### src/sinc4_pkg.sv
package sinc4_pkg;
	// Decimation ratios
	localparam int NOTCH_RATIO      = 256;
	localparam int OUT_RATIO        = 2048;
	localparam int EXT_CLK_DIV      = 20;
	localparam int EXT_CONV_PERIODS = 41036;
	// Internal oscillator sample rates, Hz
	localparam int RATE_50_HZ       = 12800;
	localparam int RATE_5060_HZ     = 13960;
	localparam int RATE_60_HZ       = 15360;
	localparam longint SYS_CLK_HZ   = 250000000;
	// Clock-cycle counts per modulator sample
	localparam int DIV_50   = int'(SYS_CLK_HZ / RATE_50_HZ);
	localparam int DIV_5060 = int'(SYS_CLK_HZ / RATE_5060_HZ);
	localparam int DIV_60   = int'(SYS_CLK_HZ / RATE_60_HZ);
	localparam int ORDER    = 4;
	localparam int DIV_W    = 16;
	// Notch selection codes
	localparam logic [1:0] NOTCH_60   = 2'h0;
	localparam logic [1:0] NOTCH_50   = 2'h1;
	localparam logic [1:0] NOTCH_5060 = 2'h2;
	localparam int FIFO_DEPTH = 16;
endpackage : sinc4_pkg

### src/sample_fifo.sv
`timescale 1ns/1ns
`default_nettype none
module sample_fifo #(
	parameter int WIDTH = 24,
	parameter int DEPTH = 16
) (
	// Clock and reset
	input  wire logic             sys_clk,
	input  wire logic             rstn,
	// Write side
	input  wire logic             inValid,
	output logic                  inReady,
	input  wire logic [WIDTH-1:0] inData,
	// Read side
	output logic                  outValid,
	input  wire logic             outReady,
	output logic      [WIDTH-1:0] outData
);
	localparam int AW = $clog2(DEPTH);
	logic [WIDTH-1:0] mem_ff [DEPTH];
	logic [AW-1:0]    wrPtr_ff, nxt_wrPtr, rdPtr_ff, nxt_rdPtr;
	logic [AW:0]      count_ff, nxt_count;
	logic             doWr, doRd;

	assign inReady  = (count_ff != (AW+1)'(DEPTH));
	assign outValid = (count_ff != '0);
	assign outData  = mem_ff[rdPtr_ff];
	assign doWr     = inValid && inReady;
	assign doRd     = outValid && outReady;

	always_comb begin
		nxt_wrPtr = doWr ? AW'(wrPtr_ff + 1'b1) : wrPtr_ff;
		nxt_rdPtr = doRd ? AW'(rdPtr_ff + 1'b1) : rdPtr_ff;
		nxt_count = count_ff;
		if (doWr && !doRd) begin
			nxt_count = count_ff + 1'b1;
		end else if (doRd && !doWr) begin
			nxt_count = count_ff - 1'b1;
		end
	end

	always_ff @(posedge sys_clk or negedge rstn) begin
		if (!rstn) begin
			wrPtr_ff <= '0;
			rdPtr_ff <= '0;
			count_ff <= '0;
		end else begin
			wrPtr_ff <= nxt_wrPtr;
			rdPtr_ff <= nxt_rdPtr;
			count_ff <= nxt_count;
		end
	end

	// Storage has no reset; only written cells are ever read
	always_ff @(posedge sys_clk) begin
		if (doWr) begin
			mem_ff[wrPtr_ff] <= inData;
		end
	end
endmodule : sample_fifo
`default_nettype wire

### src/sinc4_decimator.sv
// Overview of operation
// RL1: sample rate is 256 notch, 2048 output
// RL2: internal rates 12800, 13960, 15360 Hz
// RL3: external clock divided by 20
// RL4: fourth-order sinc decimation filter
// RL5: 2x mode skips offset calibration
// RL6: 2x result averages newest two samples
// RL7: running average adds sinc1 notch
// RL8: external conversion lasts 41036 clock periods
// RL9: average sums with extra bit, shifts
`timescale 1ns/1ns
`default_nettype none
module sinc4_decimator
	import sinc4_pkg::*;
#(
	parameter int OUT_W   = 24,
	parameter int ACC_W   = 48,
	parameter int CONV_CNT = EXT_CONV_PERIODS
) (
	// Clock and reset
	input  wire logic             sys_clk,
	input  wire logic             rstn,
	// Configuration
	input  wire logic [1:0]       notchSel,
	input  wire logic             speed2x,
	input  wire logic             offsetCalEn,
	input  wire logic             extClkSel,
	// Pins from outside
	input  wire logic             clock_select_pin,
	input  wire logic             modBit,
	// Result stream
	output logic                  resValid,
	input  wire logic             resReady,
	output logic      [OUT_W-1:0] resData,
	output logic                  convBusy,
	output logic                  overflow
);
	logic rstnMeta_ff, rstnSync_ff;
	always_ff @(posedge sys_clk or negedge rstn) begin
		if (!rstn) begin
			rstnMeta_ff <= 1'b0;
			rstnSync_ff <= 1'b0;
		end else begin
			rstnMeta_ff <= 1'b1;
			rstnSync_ff <= rstnMeta_ff;
		end
	end

	// Three-stage pin synchronisers; change counts when stages 2 and 3 agree
	logic [2:0] extSh_ff, nxt_extSh, bitSh_ff, nxt_bitSh;
	logic       extLvl_ff, nxt_extLvl, bitLvl_ff, nxt_bitLvl;
	always_comb begin
		nxt_extSh  = {extSh_ff[1:0], clock_select_pin};
		nxt_bitSh  = {bitSh_ff[1:0], modBit};
		nxt_extLvl = (extSh_ff[1] == extSh_ff[2]) ? extSh_ff[2] : extLvl_ff;
		nxt_bitLvl = (bitSh_ff[1] == bitSh_ff[2]) ? bitSh_ff[2] : bitLvl_ff;
	end

	// Sample-rate divider: internal oscillator or external clock edges
	logic [DIV_W-1:0] div_ff, nxt_div, divLimit;
	logic [4:0]       extCnt_ff, nxt_extCnt;
	logic             extRise, sampleEn;
	assign extRise = extSh_ff[2] == extSh_ff[1] && extSh_ff[2] && !extLvl_ff;
	always_comb begin
		case (notchSel)
			NOTCH_50:   divLimit = DIV_W'(DIV_50);   // [RL2]
			NOTCH_5060: divLimit = DIV_W'(DIV_5060); // [RL2]
			default:    divLimit = DIV_W'(DIV_60);   // [RL2]
		endcase
		nxt_div    = div_ff;
		nxt_extCnt = extCnt_ff;
		sampleEn   = 1'b0;
		if (extClkSel) begin
			if (extRise) begin
				if (extCnt_ff == 5'(EXT_CLK_DIV - 1)) begin // [RL3]
					nxt_extCnt = '0;
					sampleEn   = 1'b1;
				end else begin
					nxt_extCnt = extCnt_ff + 1'b1;
				end
			end
		end else if (div_ff >= divLimit - 1'b1) begin
			nxt_div  = '0;
			sampleEn = 1'b1;
		end else begin
			nxt_div = div_ff + 1'b1;
		end
	end

	// Fourth-order CIC: integrators at sample rate, combs at output rate
	logic signed [ACC_W-1:0] integ_ff [ORDER], nxt_integ [ORDER];
	logic signed [ACC_W-1:0] combD_ff [ORDER], nxt_combD [ORDER];
	logic signed [ACC_W-1:0] stage [ORDER+1];
	logic [11:0]             decim_ff, nxt_decim;
	logic                    decimEn;
	assign decimEn = sampleEn && decim_ff == 12'(OUT_RATIO - 1); // [RL1]
	always_comb begin
		nxt_decim = sampleEn ? 12'(decimEn ? 0 : decim_ff + 1'b1) : decim_ff;
		nxt_integ = integ_ff;
		nxt_combD = combD_ff;
		if (sampleEn) begin
			// Bitstream maps to +1 / -1
			nxt_integ[0] = integ_ff[0] + (bitLvl_ff ? ACC_W'(1) : -ACC_W'(1));
			for (int i = 1; i < ORDER; i++) begin
				nxt_integ[i] = integ_ff[i] + integ_ff[i-1]; // [RL4]
			end
		end
		stage[0] = integ_ff[ORDER-1];
		for (int i = 0; i < ORDER; i++) begin
			stage[i+1] = stage[i] - combD_ff[i]; // [RL4]
			if (decimEn) begin
				nxt_combD[i] = stage[i];
			end
		end
	end

	// Raw result; wrap-around arithmetic is exact for the CIC
	logic signed [OUT_W-1:0] raw;
	assign raw = stage[ORDER][ACC_W-1 -: OUT_W];

	// Offset calibration: alternate conversions measure offset, 1x only
	logic                    calPhase_ff, nxt_calPhase;
	logic signed [OUT_W-1:0] offs_ff, nxt_offs, prev_ff, nxt_prev;
	logic                    havePrev_ff, nxt_havePrev;
	logic signed [OUT_W:0]   sum;
	logic signed [OUT_W-1:0] res_ff, nxt_res;
	logic                    push;
	assign sum = {raw[OUT_W-1], raw} + {prev_ff[OUT_W-1], prev_ff}; // [RL9]
	always_comb begin
		nxt_calPhase = calPhase_ff;
		nxt_offs     = offs_ff;
		nxt_prev     = prev_ff;
		nxt_havePrev = havePrev_ff;
		nxt_res      = res_ff;
		push         = 1'b0;
		if (decimEn) begin
			if (speed2x) begin
				// No calibration slot so every decimation after the first yields output
				nxt_prev     = raw;                // [RL5]
				nxt_havePrev = 1'b1;
				nxt_calPhase = 1'b0;
				if (havePrev_ff) begin
					nxt_res = OUT_W'(sum >>> 1); // [RL6] [RL7] [RL9]
					push    = 1'b1;
				end
			end else begin
				nxt_havePrev = 1'b0;
				if (offsetCalEn && calPhase_ff) begin
					nxt_offs     = raw;
					nxt_calPhase = 1'b0;
				end else begin
					nxt_res      = OUT_W'(raw - offs_ff);
					nxt_calPhase = offsetCalEn;
					push         = 1'b1;
				end
			end
		end
	end

	// Conversion-phase timer in external clock mode
	localparam int CONV_W = $clog2(CONV_CNT+1);
	logic [CONV_W-1:0]             conv_ff, nxt_conv;
	logic                          ovf_ff, nxt_ovf, fifoReady;
	always_comb begin
		nxt_conv = conv_ff;
		if (extClkSel && extRise) begin
			nxt_conv = (conv_ff == CONV_W'(CONV_CNT - 1)) ? '0 :
				CONV_W'(conv_ff + 1'b1); // [RL8]
		end
		// Sticky flag; result dropped when nobody drains the queue
		nxt_ovf = ovf_ff || (push && !fifoReady);
	end
	assign convBusy = extClkSel ? (conv_ff != '0) : (decim_ff != '0);
	assign overflow = ovf_ff;

	always_ff @(posedge sys_clk or negedge rstnSync_ff) begin
		if (!rstnSync_ff) begin
			extSh_ff    <= '0;
			bitSh_ff    <= '0;
			extLvl_ff   <= 1'b0;
			bitLvl_ff   <= 1'b0;
			div_ff      <= '0;
			extCnt_ff   <= '0;
			decim_ff    <= '0;
			for (int i = 0; i < ORDER; i++) begin
				integ_ff[i] <= '0;
				combD_ff[i] <= '0;
			end
			calPhase_ff <= 1'b0;
			offs_ff     <= '0;
			prev_ff     <= '0;
			havePrev_ff <= 1'b0;
			res_ff      <= '0;
			conv_ff     <= '0;
			ovf_ff      <= 1'b0;
		end else begin
			extSh_ff    <= nxt_extSh;
			bitSh_ff    <= nxt_bitSh;
			extLvl_ff   <= nxt_extLvl;
			bitLvl_ff   <= nxt_bitLvl;
			div_ff      <= nxt_div;
			extCnt_ff   <= nxt_extCnt;
			decim_ff    <= nxt_decim;
			integ_ff    <= nxt_integ;
			combD_ff    <= nxt_combD;
			calPhase_ff <= nxt_calPhase;
			offs_ff     <= nxt_offs;
			prev_ff     <= nxt_prev;
			havePrev_ff <= nxt_havePrev;
			res_ff      <= nxt_res;
			conv_ff     <= nxt_conv;
			ovf_ff      <= nxt_ovf;
		end
	end

	// Push one cycle after the result register loads
	logic pushD_ff, nxt_pushD;
	assign nxt_pushD = push;
	always_ff @(posedge sys_clk or negedge rstnSync_ff) begin
		if (!rstnSync_ff) begin
			pushD_ff <= 1'b0;
		end else begin
			pushD_ff <= nxt_pushD;
		end
	end

	sample_fifo #(
		.WIDTH (OUT_W),
		.DEPTH (FIFO_DEPTH)
	) u_fifo (
		.sys_clk  (sys_clk),
		.rstn     (rstnSync_ff),
		.inValid  (pushD_ff),
		.inReady  (fifoReady),
		.inData   (res_ff),
		.outValid (resValid),
		.outReady (resReady),
		.outData  (resData)
	);
endmodule : sinc4_decimator
`default_nettype wire

### config.mk
export PLATFORM = sky130hd
export DESIGN_NAME = sinc4_decimator
export DESIGN_NICKNAME = d
export VERILOG_FILES = /design/src/sinc4_pkg.sv /design/src/sample_fifo.sv /design/src/sinc4_decimator.sv
export SDC_FILE = /design/constraint.sdc
export NUM_CORES = 2
export LEC_CHECK = 0
export BUFFER_PORTS_ARGS = -buffer_cell sky130_fd_sc_hd__buf_2
export CORE_MARGIN = 1
export CORE_UTILIZATION = 25
export CTS_BUF_LIST = sky130_fd_sc_hd__clkbuf_8
export CTS_CLUSTER_DIAMETER = 80
export DETAILED_ROUTE_END_ITERATION = 7
export HOLD_SLACK_MARGIN = 0.15
export PLACE_DENSITY = 0.43
export SLEW_MARGIN = 20
export SYNTH_ARGS = -nofsm -noshare
export SYNTH_HDL_FRONTEND = slang
export SYNTH_SLANG_ARGS = --single-unit
### constraint.sdc
create_clock -name sys_clk -period 17.55 [get_ports sys_clk]
set_input_delay 0 -clock sys_clk [delete_from_list [all_inputs] [get_ports sys_clk]]
set_output_delay 0 -clock sys_clk [all_outputs]
set_load 0.02 [all_outputs]
Yosys cells after proc, flatten, opt, wreduce, memory -nomap -nowiden
Memories as Yosys holds them, arrays and structs flattened.
Index checks and enable logic that the tools add are counted.
- register bits after elaboration: 532
- bits in writable memories: 384
- output and inout port bits: 27
- word-level logic and storage cells: 109
- memories: 1
- memory list (name ; depth ; bits a word ; rd ports ; clocked after memory_dff ; write ports ; RTL line ; RTL):
    u_fifo.mem_ff ; 16 ; 24 ; 1 ; 0 ; 1 ; sample_fifo.sv:20 ; logic [WIDTH-1:0] mem_ff [DEPTH];
- add/sub/neg operators: 19
- magnitude comparators: 1
- equality and inequality tests: 11
- muxes and demuxes: 25
- bitwise logic cells: 1
- reductions and logical operators: 23
- operators by type and width (kind ; number):
    adder 48 bit ; 4
    subtractor 48 bit ; 4
    2-to-1 mux 24 bit ; 3
    2-to-1 mux 48 bit ; 1
    adder 16 x 1 -> 16 bit, second input constant ; 2
    2-to-1 mux 16 bit ; 2
    case mux 15 bit (2 select lines) ; 1
    adder 24 x 24 -> 25 bit ; 1
    subtractor 24 bit ; 1
    equality test 16 bit, second input constant ; 1
    greater-or-equal comparator 16 bit ; 1
    nonzero test 16 bit ; 1
    subtractor 16 x 1 -> 16 bit, second input constant ; 1
    2-to-1 mux 5 bit ; 3
    2-to-1 mux 1 bit ; 14
    adder 12 x 1 -> 12 bit, second input constant ; 1
    equality test 12 x 11 -> 1 bit, second input constant ; 1
    2-to-1 mux 12 bit ; 1
    nonzero test 12 bit ; 1
    adder 5 x 1 -> 5 bit, second input constant ; 2
    logical AND 1 bit ; 10
    adder 4 x 1 -> 4 bit, second input constant ; 2
    AND reduction 3 bit ; 2
    equality test 5 bit, second input constant ; 1
    other kinds (13) ; 19

Longest topological paths before layout
- depth in word-level cells: 10
- mapped depth: 64
- mapped depth without buffers: 64

By module
A second synthesis with hierarchy kept.
- cell total of the unflattened synthesis: 5671
- area, all modules: 56500.4 µm²
- modules (own cells, without submodules) (module ; instances ; cells each ; area an instance (µm²) ; seq. area each (µm²)):
    sinc4_decimator ; 1 ; 4894 ; 40825.4 ; 12987.5
    sample_fifo ; 1 ; 777 ; 15675.0 ; 11856.4

Least setup slack after synthesis
Ideal clock, no wire load.
- kind: flip-flop to flip-flop
- start point: register integ_ff[0] (netlist bit)
- end point: register res_ff[23]
- arrival time: 10018 ps
- required time: 17422 ps
- slack: 7404 ps
- cell stages (with the launch flop): 60
- period minus slack after synthesis: 10146 ps
- cells stage by stage: dfrtp_1 inv_1 ha_1 fa_1 nor2b_1 o21ai_0 a21oi_1 o21ai_0 nand2b_1 a21oi_1 o21bai_1 a21o_1 a21oi_1 xnor2_1 ha_1 a21oi_1 o21ai_1 inv_1 (+24 left out) o21ai_1 or2_2 a21o_1 xnor2_1 inv_1 ha_1 a21oi_1 a22o_1 a211oi_1 a311oi_1 o41ai_1 a21o_1 a21o_1 a21oi_1 o21bai_1 xnor2_1 xnor2_1 o31ai_2
- RTL lines (item ; RTL line ; RTL):
    start, declared ; sinc4_decimator.sv:91 ; logic signed [ACC_W-1:0] integ_ff [ORDER], nxt_integ [ORDER];
    start signal, assigned ; sinc4_decimator.sv:204 ; integ_ff <= nxt_integ;
    end signal, assigned ; sinc4_decimator.sv:210 ; res_ff <= nxt_res;
    end, declared ; sinc4_decimator.sv:126 ; logic signed [OUT_W-1:0] res_ff, nxt_res;

==> out/results.tsv <==
metric	value	unit
period_minus_slack	11800	ps
total_power	4.40	mW
min_path_type	in -> reg	
syn_nets	5800	
ctsLongestPathBuffers	3	
synth_cell_types	102	
area_delta_synth_final	12.7	%
core-area	218000	sq um
place_ws	5720	ps
cp_max_fo	6	
worst-path-buf-inv	2	
die_w	470	um
async_reset_ff_share	58.1	%
ctsHoldBuffers	18	
path_clk_slew	60	ps
start_kind	flip-flop	
postCtsSetupRepairBufs	0	
ys_ff_latch	916	
overflow	0	
final_core_util	28.4	%
start_util	25.2	%
fp-row-count	171	
yosysTopAreaCell	dfrtp_1	
dpl.hpwl	88.5	mm
drt.antenna.violating_nets	0	
die_area	221000	sq um
finalNetCount	5905	
syn_inst	5326	
layoutNonFillerInstCount	8408	
synth_top_area_share	24.3	%
slew_viol_final	0	
ctsResizeCount	0	
cts_tree	built	
wl	129	mm
clockRootBuffer	clkbuf_8	
grt_pass1_wl	212	mm
status	completed	
detail_route.first_pass.iterations	4	
tightest_slew	1030	ps
h-tree-depth	4	
wl_per_cell	15.4	um
rsz0062_at_grt	no	
fp.dieH	470	um
synthTopCellsByArea	dfrtp_1 (24%), edfxtp_1 (21%), ha_1 (10%), mux4_2 (4.9%), o21ai_0 (4.2%)	
dp_cells	8100	
synth_warnings	0	
synth_edf_count	384	
cts.sinks	916	
crit_top_cell	a21o_1	
final.setup.tns	0	ps
place_area	58400	sq um
finClkSkew	63.8	ps
max-cap-violations	0	
fin_area	61800	sq um
hold_viol_final	0	
fin_crit_sh	67.2	%
grt_max_degree	129	
place.gp.congestion	0.785	
cp-end-kind	flip-flop	
cts_buffers	163	
layout.cells.most_common	nand2_1	
grt_pass1_vias	39000	
vias	38000	
drc	0	
ir_worst_vdd	0.0659	mV
cellPowerDensity	71.1	nW/um^2
port_buffers	36	
grt_antenna_before_repair	4	
critical_path_class	reg -> reg	
worstPathArrival	12570	ps
fin_ws	5750	ps
cp_top_family	compound AO/OA/AOI/OAI gates	
vias_per_cell	4.52	
power.leakage	26.6	nW
critical_path_required	18320	ps
max_freq	84.8	MHz
design.portCount	37	
finalSetupViolCount	0	
hold_slack	248	ps
slew_headroom	31.6	%
final_cell_mix	nand2_1 (537), dfrtp_1 (527), o21ai_0 (465)	
seq_area_frac_synth	45.3	%
track_usage	11.7	%
synth_ff_type	dfrtp_1	
clk_latency	920	ps
crit_slowest_cell	o41ai_1	
layout-drive-gt1-share	9.49	%
drtIter0Drc	1651	
synth.avg_cell_area	10.3	sq um
synth_area	54900	sq um
cp_slowest_stage_delay	610	ps
==> synth_stat cells, drive strengths merged, types with 20 or more instances <==
master,instances
edfxtp,384
nand3,74
inv,366
a21o,247
xnor2,225
dfrtp,532
buf,23
o21bai,75
nand4,46
and3,43
o31ai,33
clkbuf,137
a21oi,456
o21a,47
nand2,538
a211oi,30
nor2,337
nor3,49
nand2b,64
mux4,120
mux2,29
nor2b,56
o21ai,493
a31oi,46
and2,20
ha,454
xor2,177
==> registers in the layout, indices dropped and copies added, names as in the netlist, 3 cells and up <==
| name | count |
|---|---|
| u_fifo.mem_ff | 384 |
| combD_ff | 192 |
| integ_ff | 192 |
| offs_ff | 24 |
| prev_ff | 24 |
| res_ff | 24 |
| conv_ff | 16 |
| div_ff | 16 |
| decim_ff | 12 |
| extCnt_ff | 5 |
| u_fifo.count_ff | 5 |
| u_fifo.rdPtr_ff | 4 |
| u_fifo.wrPtr_ff | 4 |
| bitSh_ff | 3 |
| extSh_ff | 3 |
==> power breakdown <==
group / total (mW) / switching [mW] / leakage, nW / internal [mW]
Combinational: 0.159 / 0.0961 / 15.7 / 0.0628
Clock: 1.98 / 0.969 / 1.83 / 1.01
Sequential: 2.26 / 0.0245 / 9.14 / 2.24
==> cell type report <==
type	instances	area, sq um
Clock buffer	184	2530
Tap cell	2854	3570
Sequential cell	916	24900
Multi-Input combinational cell	3884	28100
Fill cell	22700	156000
Antenna cell	3	7.51
Inverter	366	1370
Timing Repair Buffer	100	751
Clock inverter	101	639
==> worst min-delay path: stages <==
cell and delay, ps:
dlygate4sd3_1 540, buf_2 260, or2_2 200, o31ai_1 60
==> final timing paths <==
kind,slack (ps),from,to,cells past startpoint
max in group asynchronous,13760,rstnSync_ff,u_fifo.rdPtr_ff[0],5
max,5750,integ_ff[0],res_ff[23],54
min in group asynchronous,370,rstnSync_ff,integ_ff[147],0
min reg2reg,350,rstnMeta_ff,rstnSync_ff,0
min,250,extClkSel,div_ff[4],4
max reg2reg,5750,integ_ff[0],res_ff[23],54
==> cell families (layout without fill, tap and decap cells) <==
| family | Yosys count | in the layout | share of synthesized area (%) |
|---|---|---|---|
| other | 2 | 5 | 0.0137 |
| and+or+nand+nor | 1294 | 1294 | 10.7 |
| DFF | 916 | 916 | 45.3 |
| muxes | 150 | 150 | 5.54 |
| AOI/OAI and AO/OA | 1570 | 1570 | 17.6 |
| xor gates and xnor gates | 403 | 403 | 6.49 |
| adders and majority gates | 465 | 465 | 10.7 |
| buffers and inverters | 526 | 751 | 3.66 |
==> per-layer routing <==
metal	global-route usage [%]	share of wire [%]
met1	15.5	48
met2	19.5	46
met3	1.95	3.0
met4	3.49	2.3
met5	0	0
(Power assumes the default switching activity.)
